`src/include/oed_pkg.sv`:
```
// Constants and types for the operator entry decoder
package oed_pkg;

   // ********************************************************************
   // Port selection and configuration
   // ********************************************************************
   localparam logic [1:0] OED_AUX_PORT = 2'h2;
   localparam logic OED_ENTRY_ON = 1'h1;

   // ********************************************************************
   // Character codes
   // ********************************************************************
   localparam logic [7:0] OED_CH_BSLASH = 8'h5C;
   localparam logic [7:0] OED_CH_ESC = 8'h1B;
   localparam logic [7:0] OED_CH_ENTER = 8'h0D;
   localparam logic [7:0] OED_CH_MINUS = 8'h2D;
   localparam logic [7:0] OED_CH_PLUS = 8'h2B;
   localparam logic [7:0] OED_CH_POINT = 8'h2E;
   localparam logic [7:0] OED_CH_ZERO = 8'h30;
   localparam logic [7:0] OED_CH_NINE = 8'h39;

   // ********************************************************************
   // Entry status codes (two's complement)
   // ********************************************************************
   localparam logic [2:0] OED_ST_DISABLED = 3'h7;
   localparam logic [2:0] OED_ST_NOTHING = 3'h0;
   localparam logic [2:0] OED_ST_CHARS = 3'h1;
   localparam logic [2:0] OED_ST_STRING = 3'h2;
   localparam logic [2:0] OED_ST_NUMBER = 3'h3;

   // ********************************************************************
   // Communication interrupt settings (two's complement)
   // ********************************************************************
   localparam logic [2:0] OED_CI_OFF = 3'h0;
   localparam logic [2:0] OED_CI_ENTER = 3'h1;
   localparam logic [2:0] OED_CI_ANY = 3'h2;
   localparam logic [2:0] OED_CI_FLUSH = 3'h7;

   // ********************************************************************
   // Variable layout
   // ********************************************************************
   localparam int OED_VAR_BYTES = 6;
   localparam int OED_INT_BYTES = 4;
   localparam int OED_FRAC_BITS = 16;
   localparam logic [2:0] OED_TEXT_MAX = 3'h6;
   localparam logic [2:0] OED_FRAC_DIG_MAX = 3'h4;
   localparam logic [47:0] OED_VAR_RESET = 48'h0000_0000_0000;

   // ********************************************************************
   // Prompt-input sequencer
   // ********************************************************************
   typedef enum logic [1:0] {
      OED_PR_IDLE = 2'b00,
      OED_PR_WAIT = 2'b01,
      OED_PR_DONE = 2'b10
   } oed_prompt_type;

endpackage : oed_pkg

```
`src/verilog/oed_decoder.sv`:
```
// Operator entry decoder for the auxiliary serial port
`timescale 1ns/1ps

// How it works
// - Entry mode accepted only for port 2
// - Backslash or escape leaves entry mode
// - Receive buffer collects incoming auxiliary characters
// - Last character held, updated every character taken in entry mode while the program runs
// - Complete received string held readable
// - Numeric entry value held readable
// - Status code -1,0,1,2,3 reported
// - Reading string or number zeroes status
// - Interrupt setting: none, enter, any character
// - Setting -1 discards pending buffered characters
// - Handler entry disarms; return may rearm
// - Interrupt serviced only while thread 0 runs
// - Prompt input stalls until data arrives
// - Text input up to six, default six
// - Variables six bytes: 4 integer, 2 fraction
// - First character lands in top byte
module oed_decoder (
   // Clock and reset
   input wire logic mclk_i,
   input wire logic rst_n_i,
   // Port configuration command
   input wire logic cfg_wr_i,
   input wire logic [1:0] cfg_port_i,
   input wire logic cfg_entry_field_i,
   // Program state
   input wire logic prog_running_i,
   input wire logic thread0_running_i,
   // Received characters
   input wire logic rx_valid_i,
   input wire logic [7:0] rx_char_i,
   // Communication interrupt setting and handler
   input wire logic ci_wr_i,
   input wire logic [2:0] ci_value_i,
   input wire logic irq_enter_i,
   input wire logic irq_return_i,
   input wire logic irq_reenable_i,
   // Value reads
   input wire logic read_text_i,
   input wire logic read_num_i,
   // Prompt input command
   input wire logic prompt_req_i,
   input wire logic prompt_text_i,
   input wire logic [2:0] prompt_len_i,
   // Mode and configuration status
   output logic entry_mode_o,
   output logic cfg_refused_o,
   // Decoded values
   output logic [7:0] last_char_value_o,
   output logic [47:0] received_text_value_o,
   output logic [47:0] received_numeric_value_o,
   output logic [2:0] entry_status_code_o,
   // Interrupt
   output logic irq_o,
   output logic irq_armed_o,
   // Prompt input results
   output logic prompt_stall_o,
   output logic prompt_done_o,
   output logic [47:0] prompt_data_o
);
   import oed_pkg::*;

   // ********************************************************************
   // Helper functions
   // ********************************************************************
   function automatic logic is_digit(input logic [7:0] c);
      is_digit = (c >= OED_CH_ZERO) && (c <= OED_CH_NINE);
   endfunction : is_digit

   // Decimal fraction digits to binary 16-bit fraction
   function automatic logic [15:0] frac_conv(input logic [13:0] f,
                                             input logic [2:0] k);
      logic [29:0] p;
      p = {f, 16'h0000};
      case (k)
         3'h1: frac_conv = 16'(p / 30'd10);
         3'h2: frac_conv = 16'(p / 30'd100);
         3'h3: frac_conv = 16'(p / 30'd1000);
         3'h4: frac_conv = 16'(p / 30'd10000);
         default: frac_conv = 16'h0000;
      endcase
   endfunction : frac_conv

   // Pack up to lim characters, first into the top byte
   function automatic logic [47:0] pack_text(input logic [47:0] flat,
                                             input logic [2:0] n,
                                             input logic [2:0] lim);
      logic [47:0] r;
      logic [2:0] use_n;
      r = OED_VAR_RESET;
      use_n = (n < lim) ? n : lim;
      for (int i = 0; i < OED_VAR_BYTES; i++) begin
         if (3'(i) < use_n) begin
            r[47 - 8*i -: 8] = flat[47 - 8*i -: 8];
         end
      end
      pack_text = r;
   endfunction : pack_text

   // ********************************************************************
   // Character classification
   // ********************************************************************
   logic mode_on;
   logic rx_take;
   logic is_exit;
   logic is_enter;
   logic is_plain;
   logic flush;

   assign flush = ci_wr_i && (ci_value_i == OED_CI_FLUSH);
   assign rx_take = rx_valid_i && mode_on && prog_running_i;
   assign is_exit = rx_take && ((rx_char_i == OED_CH_BSLASH) ||
                                (rx_char_i == OED_CH_ESC));
   assign is_enter = rx_take && (rx_char_i == OED_CH_ENTER);
   assign is_plain = rx_take && !is_exit && !is_enter;

   // ********************************************************************
   // Mode control
   // ********************************************************************
   always_ff @(posedge mclk_i) begin
      if (!rst_n_i) begin
         mode_on <= 1'b0;
         cfg_refused_o <= 1'b0;
      end else begin
         cfg_refused_o <= 1'b0;
         if (cfg_wr_i) begin
            if (cfg_port_i == OED_AUX_PORT) begin
               mode_on <= (cfg_entry_field_i == OED_ENTRY_ON);
            end else if (cfg_entry_field_i == OED_ENTRY_ON) begin
               cfg_refused_o <= 1'b1;
            end
         end else if (is_exit) begin
            mode_on <= 1'b0;
         end
      end
   end

   always_ff @(posedge mclk_i) begin
      if (!rst_n_i) begin
         entry_mode_o <= 1'b0;
      end else begin
         entry_mode_o <= mode_on;
      end
   end

   // ********************************************************************
   // Receive buffer
   // ********************************************************************
   logic [7:0] buf_mem [0:OED_VAR_BYTES-1];
   logic [2:0] buf_cnt;
   logic [47:0] buf_flat;

   always_comb begin
      buf_flat = OED_VAR_RESET;
      for (int i = 0; i < OED_VAR_BYTES; i++) begin
         buf_flat[47 - 8*i -: 8] = buf_mem[i];
      end
   end

   // Extra characters past six are dropped; a variable holds no more
   always_ff @(posedge mclk_i) begin
      if (!rst_n_i) begin
         buf_cnt <= 3'h0;
         for (int i = 0; i < OED_VAR_BYTES; i++) begin
            buf_mem[i] <= 8'h00;
         end
      end else if (flush || is_enter || is_exit) begin
         buf_cnt <= 3'h0;
      end else if (is_plain && (buf_cnt < OED_TEXT_MAX)) begin
         buf_mem[buf_cnt] <= rx_char_i;
         buf_cnt <= 3'(buf_cnt + 3'h1);
      end
   end

   // ********************************************************************
   // Number parser, runs as characters arrive
   // ********************************************************************
   logic num_ok;
   logic seen_digit;
   logic seen_point;
   logic neg;
   logic any_char;
   logic [31:0] int_acc;
   logic [13:0] frac_acc;
   logic [2:0] frac_dig;
   logic [3:0] dval;

   assign dval = 4'(rx_char_i - OED_CH_ZERO);

   always_ff @(posedge mclk_i) begin
      if (!rst_n_i || flush || is_enter || is_exit) begin
         num_ok <= 1'b1;
         seen_digit <= 1'b0;
         seen_point <= 1'b0;
         neg <= 1'b0;
         any_char <= 1'b0;
         int_acc <= 32'h0000_0000;
         frac_acc <= 14'h0000;
         frac_dig <= 3'h0;
      end else if (is_plain) begin
         any_char <= 1'b1;
         if (!any_char && (rx_char_i == OED_CH_MINUS)) begin
            neg <= 1'b1;
         end else if (!any_char && (rx_char_i == OED_CH_PLUS)) begin
            neg <= 1'b0;
         end else if (is_digit(rx_char_i)) begin
            seen_digit <= 1'b1;
            if (!seen_point) begin
               int_acc <= 32'(int_acc * 32'd10 + {28'h000_0000, dval});
            end else if (frac_dig < OED_FRAC_DIG_MAX) begin
               frac_acc <= 14'(frac_acc * 14'd10 + {10'h000, dval});
               frac_dig <= 3'(frac_dig + 3'h1);
            end
         end else if ((rx_char_i == OED_CH_POINT) && !seen_point) begin
            seen_point <= 1'b1;
         end else begin
            num_ok <= 1'b0;
         end
      end
   end

   logic is_number;
   logic [47:0] num_mag;
   logic [47:0] num_val;

   assign is_number = num_ok && seen_digit;
   assign num_mag = {int_acc, frac_conv(frac_acc, frac_dig)};
   assign num_val = neg ? 48'(~num_mag + 48'h0000_0000_0001) : num_mag;

   // ********************************************************************
   // Decoded values
   // ********************************************************************
   always_ff @(posedge mclk_i) begin
      if (!rst_n_i) begin
         last_char_value_o <= 8'h00;
      end else if (rx_take) begin
         last_char_value_o <= rx_char_i;
      end
   end

   always_ff @(posedge mclk_i) begin
      if (!rst_n_i) begin
         received_text_value_o <= OED_VAR_RESET;
         received_numeric_value_o <= OED_VAR_RESET;
      end else if (is_enter) begin
         if (is_number) begin
            received_numeric_value_o <= num_val;
         end else begin
            received_text_value_o <=
               pack_text(buf_flat, buf_cnt, OED_TEXT_MAX);
         end
      end
   end

   // ********************************************************************
   // Entry status code
   // ********************************************************************
   always_ff @(posedge mclk_i) begin
      if (!rst_n_i) begin
         entry_status_code_o <= OED_ST_DISABLED;
      end else if (!mode_on || is_exit) begin
         entry_status_code_o <= OED_ST_DISABLED;
      end else if (is_enter) begin
         entry_status_code_o <= is_number ? OED_ST_NUMBER
                                          : OED_ST_STRING;
      end else if (is_plain) begin
         entry_status_code_o <= OED_ST_CHARS;
      end else if (flush ||
                   (entry_status_code_o == OED_ST_DISABLED)) begin
         entry_status_code_o <= OED_ST_NOTHING;
      end else if ((read_text_i &&
                    (entry_status_code_o == OED_ST_STRING)) ||
                   (read_num_i &&
                    (entry_status_code_o == OED_ST_NUMBER))) begin
         entry_status_code_o <= OED_ST_NOTHING;
      end
   end

   // ********************************************************************
   // Communication interrupt
   // ********************************************************************
   logic [2:0] ci_mode;
   logic irq_pend;
   logic irq_event;

   assign irq_event = ((ci_mode == OED_CI_ANY) && is_plain) ||
                      (((ci_mode == OED_CI_ANY) ||
                        (ci_mode == OED_CI_ENTER)) && is_enter);

   always_ff @(posedge mclk_i) begin
      if (!rst_n_i) begin
         ci_mode <= OED_CI_OFF;
      end else if (ci_wr_i && (ci_value_i != OED_CI_FLUSH)) begin
         ci_mode <= ci_value_i;
      end
   end

   // Arming follows a setting write unless handler entry or a rearming return comes in the same cycle; flush keeps the arm state
   always_ff @(posedge mclk_i) begin
      if (!rst_n_i) begin
         irq_armed_o <= 1'b0;
      end else if (irq_enter_i) begin
         irq_armed_o <= 1'b0;
      end else if (irq_return_i && irq_reenable_i) begin
         irq_armed_o <= 1'b1;
      end else if (ci_wr_i && (ci_value_i != OED_CI_FLUSH)) begin
         irq_armed_o <= (ci_value_i != OED_CI_OFF);
      end
   end

   // A new event in the handler-entry cycle stays pending
   always_ff @(posedge mclk_i) begin
      if (!rst_n_i) begin
         irq_pend <= 1'b0;
      end else if (irq_event) begin
         irq_pend <= 1'b1;
      end else if (irq_enter_i || flush) begin
         irq_pend <= 1'b0;
      end
   end

   always_ff @(posedge mclk_i) begin
      if (!rst_n_i) begin
         irq_o <= 1'b0;
      end else begin
         irq_o <= irq_pend && irq_armed_o && !irq_enter_i &&
                  thread0_running_i;
      end
   end

   // ********************************************************************
   // Prompt input sequencer
   // ********************************************************************
   oed_prompt_type pr_state;
   oed_prompt_type next_pr_state;
   logic pr_text;
   logic [2:0] pr_len;

   always_comb begin
      next_pr_state = pr_state;
      case (pr_state)
         OED_PR_IDLE: begin
            if (prompt_req_i && mode_on) begin
               next_pr_state = OED_PR_WAIT;
            end
         end
         OED_PR_WAIT: begin
            if (is_enter) begin
               next_pr_state = OED_PR_DONE;
            end else if (is_exit || !mode_on) begin
               next_pr_state = OED_PR_IDLE;
            end
         end
         OED_PR_DONE: next_pr_state = OED_PR_IDLE;
         default: next_pr_state = OED_PR_IDLE;
      endcase
   end

   always_ff @(posedge mclk_i) begin
      if (!rst_n_i) begin
         pr_state <= OED_PR_IDLE;
      end else begin
         pr_state <= next_pr_state;
      end
   end

   always_ff @(posedge mclk_i) begin
      if (!rst_n_i) begin
         pr_text <= 1'b0;
         pr_len <= OED_TEXT_MAX;
      end else if ((pr_state == OED_PR_IDLE) && prompt_req_i) begin
         pr_text <= prompt_text_i;
         if ((prompt_len_i == 3'h0) || (prompt_len_i > OED_TEXT_MAX)) begin
            pr_len <= OED_TEXT_MAX;
         end else begin
            pr_len <= prompt_len_i;
         end
      end
   end

   always_ff @(posedge mclk_i) begin
      if (!rst_n_i) begin
         prompt_stall_o <= 1'b0;
         prompt_done_o <= 1'b0;
         prompt_data_o <= OED_VAR_RESET;
      end else begin
         prompt_stall_o <= (next_pr_state == OED_PR_WAIT);
         prompt_done_o <= (pr_state == OED_PR_WAIT) && is_enter;
         if ((pr_state == OED_PR_WAIT) && is_enter) begin
            if (pr_text) begin
               prompt_data_o <= pack_text(buf_flat, buf_cnt, pr_len);
            end else begin
               prompt_data_o <= is_number ? num_val : OED_VAR_RESET;
            end
         end
      end
   end

endmodule : oed_decoder
```
`config.mk`:
```
export PLATFORM = sky130hd
export DESIGN_NAME = oed_decoder
export DESIGN_NICKNAME = d
export VERILOG_FILES = /design/src/include/oed_pkg.sv /design/src/verilog/oed_decoder.sv
export SDC_FILE = /design/constraint.sdc
export NUM_CORES = 1
export LEC_CHECK = 0
export BUFFER_PORTS_ARGS = -buffer_cell sky130_fd_sc_hd__buf_2
export CAP_MARGIN = 20
export CORE_MARGIN = 2
export CORE_UTILIZATION = 25
export CTS_BUF_LIST = sky130_fd_sc_hd__clkbuf_2 sky130_fd_sc_hd__clkbuf_4 sky130_fd_sc_hd__clkbuf_8
export CTS_CLUSTER_SIZE = 12
export DETAILED_ROUTE_END_ITERATION = 7
export PLACE_DENSITY_LB_ADDON = 0.25
export SYNTH_ARGS = -nofsm -noshare
export SYNTH_HDL_FRONTEND = slang
export SYNTH_SLANG_ARGS = --single-unit
```
`constraint.sdc`:
```
create_clock -name mclk_i -period 138.8 [get_ports mclk_i]
set_input_delay 13.88 -clock mclk_i [delete_from_list [all_inputs] [get_ports mclk_i]]
set_output_delay 13.88 -clock mclk_i [all_outputs]
set_load 0.05 [all_outputs]
```
==> flow_summary.json <==
{
  "timing.rr.end": "prompt_data_o[36]$_SDFFE_PN0P_",
  "cp-end-kind": "flop",
  "portBuffers": 191,
  "num_rows": 137,
  "hold_path.class": "reg -> reg",
  "postCtsSetupBuffers": 0,
  "status": "finished clean",
  "grt_pass1_vias": 34000,
  "grt.total_usage_pct": 18.0,
  "fin_crit_sh_pct": 61.9,
  "cts-root-buf": "clkbuf_8",
  "synth_cell_type_count": 131,
  "worstPathArrival_ns": 86.43,
  "cts_buffer_depth": 3,
  "yosys-top-cells-count": "456 x nor2_1, 441 x nand2_1, 385 x a21oi_1, 340 x ha_1, 229 x dfxtp_1",
  "syn_nets": 5092,
  "hold_path_end": "irq_o$_SDFF_PN0_",
  "hold_start": "irq_pend$_SDFFE_PN0P_",
  "io_pins": 192,
  "maxCapViolCount": 0,
  "async_reset_ff_share_pct": 0,
  "start_kind": "flop",
  "timing.hold.ws_ns": 0.450,
  "netlist_top_cells_area": "dfxtp_1 13%, ha_1 12%, a21oi_1 5.5%, nor2_1 4.9%, xnor2_1 4.9%",
  "grt_overflow_total": 0,
  "fin_nets": 5176,
  "drt-initial-drc-count": 2495,
  "grt_first_pass_wirelength_mm": 205,
  "worst_slew_pin_slew_ns": 1.22,
  "tns_ns": 0,
  "report.final.slew_viol_count": 0,
  "htreeDepth": 2,
  "cts_tree": "done",
  "cp.required_ns": 139.37,
  "syn_area_mm2": 0.0351,
  "yosys_warnings": 0,
  "max_stage_delay_ns": 0.87,
  "cts.repair.resized": 0,
  "rsz0062_at_grt": "no",
  "crit_fanout": 31,
  "n_antenna_cell": 0,
  "start_util_pct": 25.2,
  "wl_per_cell_um": 20.0,
  "clk_pin_slew_ns": 0.07,
  "finalWirelength_mm": 134,
  "antenna_found_initial": 3,
  "synthCells": 4716,
  "drc": 0,
  "cts_made_buffers": 48,
  "ant_nets": 0,
  "syn_avg_cell_area_um2": 7.44,
  "r2r_slack_ns": 52.94,
  "finalHoldViolCount": 0,
  "path_class": "reg -> reg",
  "clk_latency_ns": 0.68,
  "syn_to_final_growth_pct": 11.4,
  "worst_clock_skew_ns": 0.0630,
  "crit_path_top_delay_cell": "or4_1",
  "drive_gt1_share_pct": 10.8,
  "vias": 36400,
  "whs_path_depth": 2,
  "seq_area_frac_synth_pct": 17.2,
  "die_h_um": 379,
  "finalCriticalPeriod_ns": 85.86,
  "coreArea_mm2": 0.139,
  "synth_edf_count": 48,
  "synth_top_cell_by_area": "dfxtp_1",
  "synth_top_area_share_pct": 13.1,
  "grt_max_degree": 85,
  "rr_startpoint": "frac_dig[0]$_SDFFE_PP0P_",
  "firstDrtPassIters": 5,
  "hold_buffers": 0,
  "synthFlopType": "dfxtp_1",
  "via_per_inst": 5.43,
  "cts_sinks": 277,
  "max_freq_mhz": 11.6,
  "synth_most_common_cell": "nor2_1",
  "dieArea_mm2": 0.143,
  "gp_congestion": 0.916,
  "rr_worst_depth": 375,
  "crit_top_cell": "o21a_1",
  "fillers": 15200,
  "place_hpwl_mm": 104,
  "ys_ff_latch": 277,
  "setup_viol": 0,
  "die_width_um": 379,
  "slew_headroom_pct": 17.8
}
## cell usage in the layout (no fill, tap or decap), drive strengths merged, types with 49 or more instances in the layout
cell and count:
nand2b 57, xor2 116, o211ai 80, a21o 90
a31oi 49, nand2 442, o21a 173, dfxtp 229
nand4 54, nor2 462, mux2i 63, o31ai 70
o21ai 244, xnor2 197, a21oi 386, or3 51
a211oi 92, nand3 170, clkbuf 80, inv 153
buf 243, ha 340, nor3 180, and2 71
## cell families after synthesis
kind of cell / synth area share, %
flip-flops: 17.2
adder cells (fa/ha/maj): 12.4
AO/OA/AOI/OAI: 30.2
AND/OR/NAND/NOR: 25.1
multiplexers: 3.18
buffers and inverters: 4.01
XOR/XNOR: 7.88
## worst max path at each step
stage	startpoint	end	slack, ns	cells after the start
6_report	frac_dig[0]$_SDFFE_PP0P_	prompt_data_o[36]$_SDFFE_PN0P_	52.94	375
5_1_grt	frac_dig[0]$_SDFFE_PP0P_	prompt_data_o[36]$_SDFFE_PN0P_	44.95	375
4_1_cts	frac_dig[0]$_SDFFE_PP0P_	prompt_data_o[36]$_SDFFE_PN0P_	53.77	375
3_5_place_dp	frac_dig[0]$_SDFFE_PP0P_	prompt_data_o[36]$_SDFFE_PN0P_	54.17	375
3_3_place_gp	frac_dig[0]$_SDFFE_PP0P_	prompt_data_o[36]$_SDFFE_PN0P_	56.05	376
2_1_floorplan	frac_dig[0]$_SDFFE_PP0P_	prompt_data_o[28]$_SDFFE_PN0P_	61.31	402
## registers in the layout, summed over array words and instances (netlist names), 2 cells and up
register,cells
prompt_data_o,48
pr_state,2
received_numeric_value_o,48
buf_mem,48
frac_acc,14
int_acc,32
received_text_value_o,48
pr_len,3
buf_cnt,3
ci_mode,3
last_char_value_o,8
frac_dig,3
entry_status_code_o,3
## stage by stage
step	util [%]	setup slack, ns	area [µm²]	std cells
after floorplan	-	61.31	35100	4716
after global placement	27.3	56.05	38000	6624
after detailed placement	27.3	54.17	38000	6624
after CTS	28.0	53.77	39100	6710
after global routing	28.0	44.95	39100	6712
final	28.0	52.94	39100	6712
## area by class of cell
cell class | instances | area, µm² | share of cell area, %
multi-input cells | 4076 | 27700 | 71.0
well taps | 1876 | 2350 | 6.01
flip-flops and latches | 277 | 6030 | 15.4
clock inverters | 7 | 50.0 | 0.128
repair buffers | 244 | 1360 | 3.47
inverters | 153 | 578 | 1.48
clock buffers | 79 | 987 | 2.53
## per-layer routing
metal / up-vias / track usage, % / share of wire, %
li1: 17800 / - / -
met4: 0 / 3.08 / 1.6
met1: 17500 / 25.5 / 48
met3: 113 / 1.70 / 4.6
met5: - / 0 / 0
met2: 947 / 29.5 / 46
## critical path: cells and delay by family (launching register included)
kind	cells	cell delay (ns)
multiplexers	6	1.86
AND/OR/NAND/NOR	117	29.63
flip-flops	1	0.39
XOR/XNOR	1	0.40
AO/OA/AOI/OAI	206	41.72
adder cells (fa/ha/maj)	29	9.18
buffers and inverters	16	2.30
Power is not shown: default switching activity piles up to over one toggle a cycle in this logic, so the estimate is an artifact.
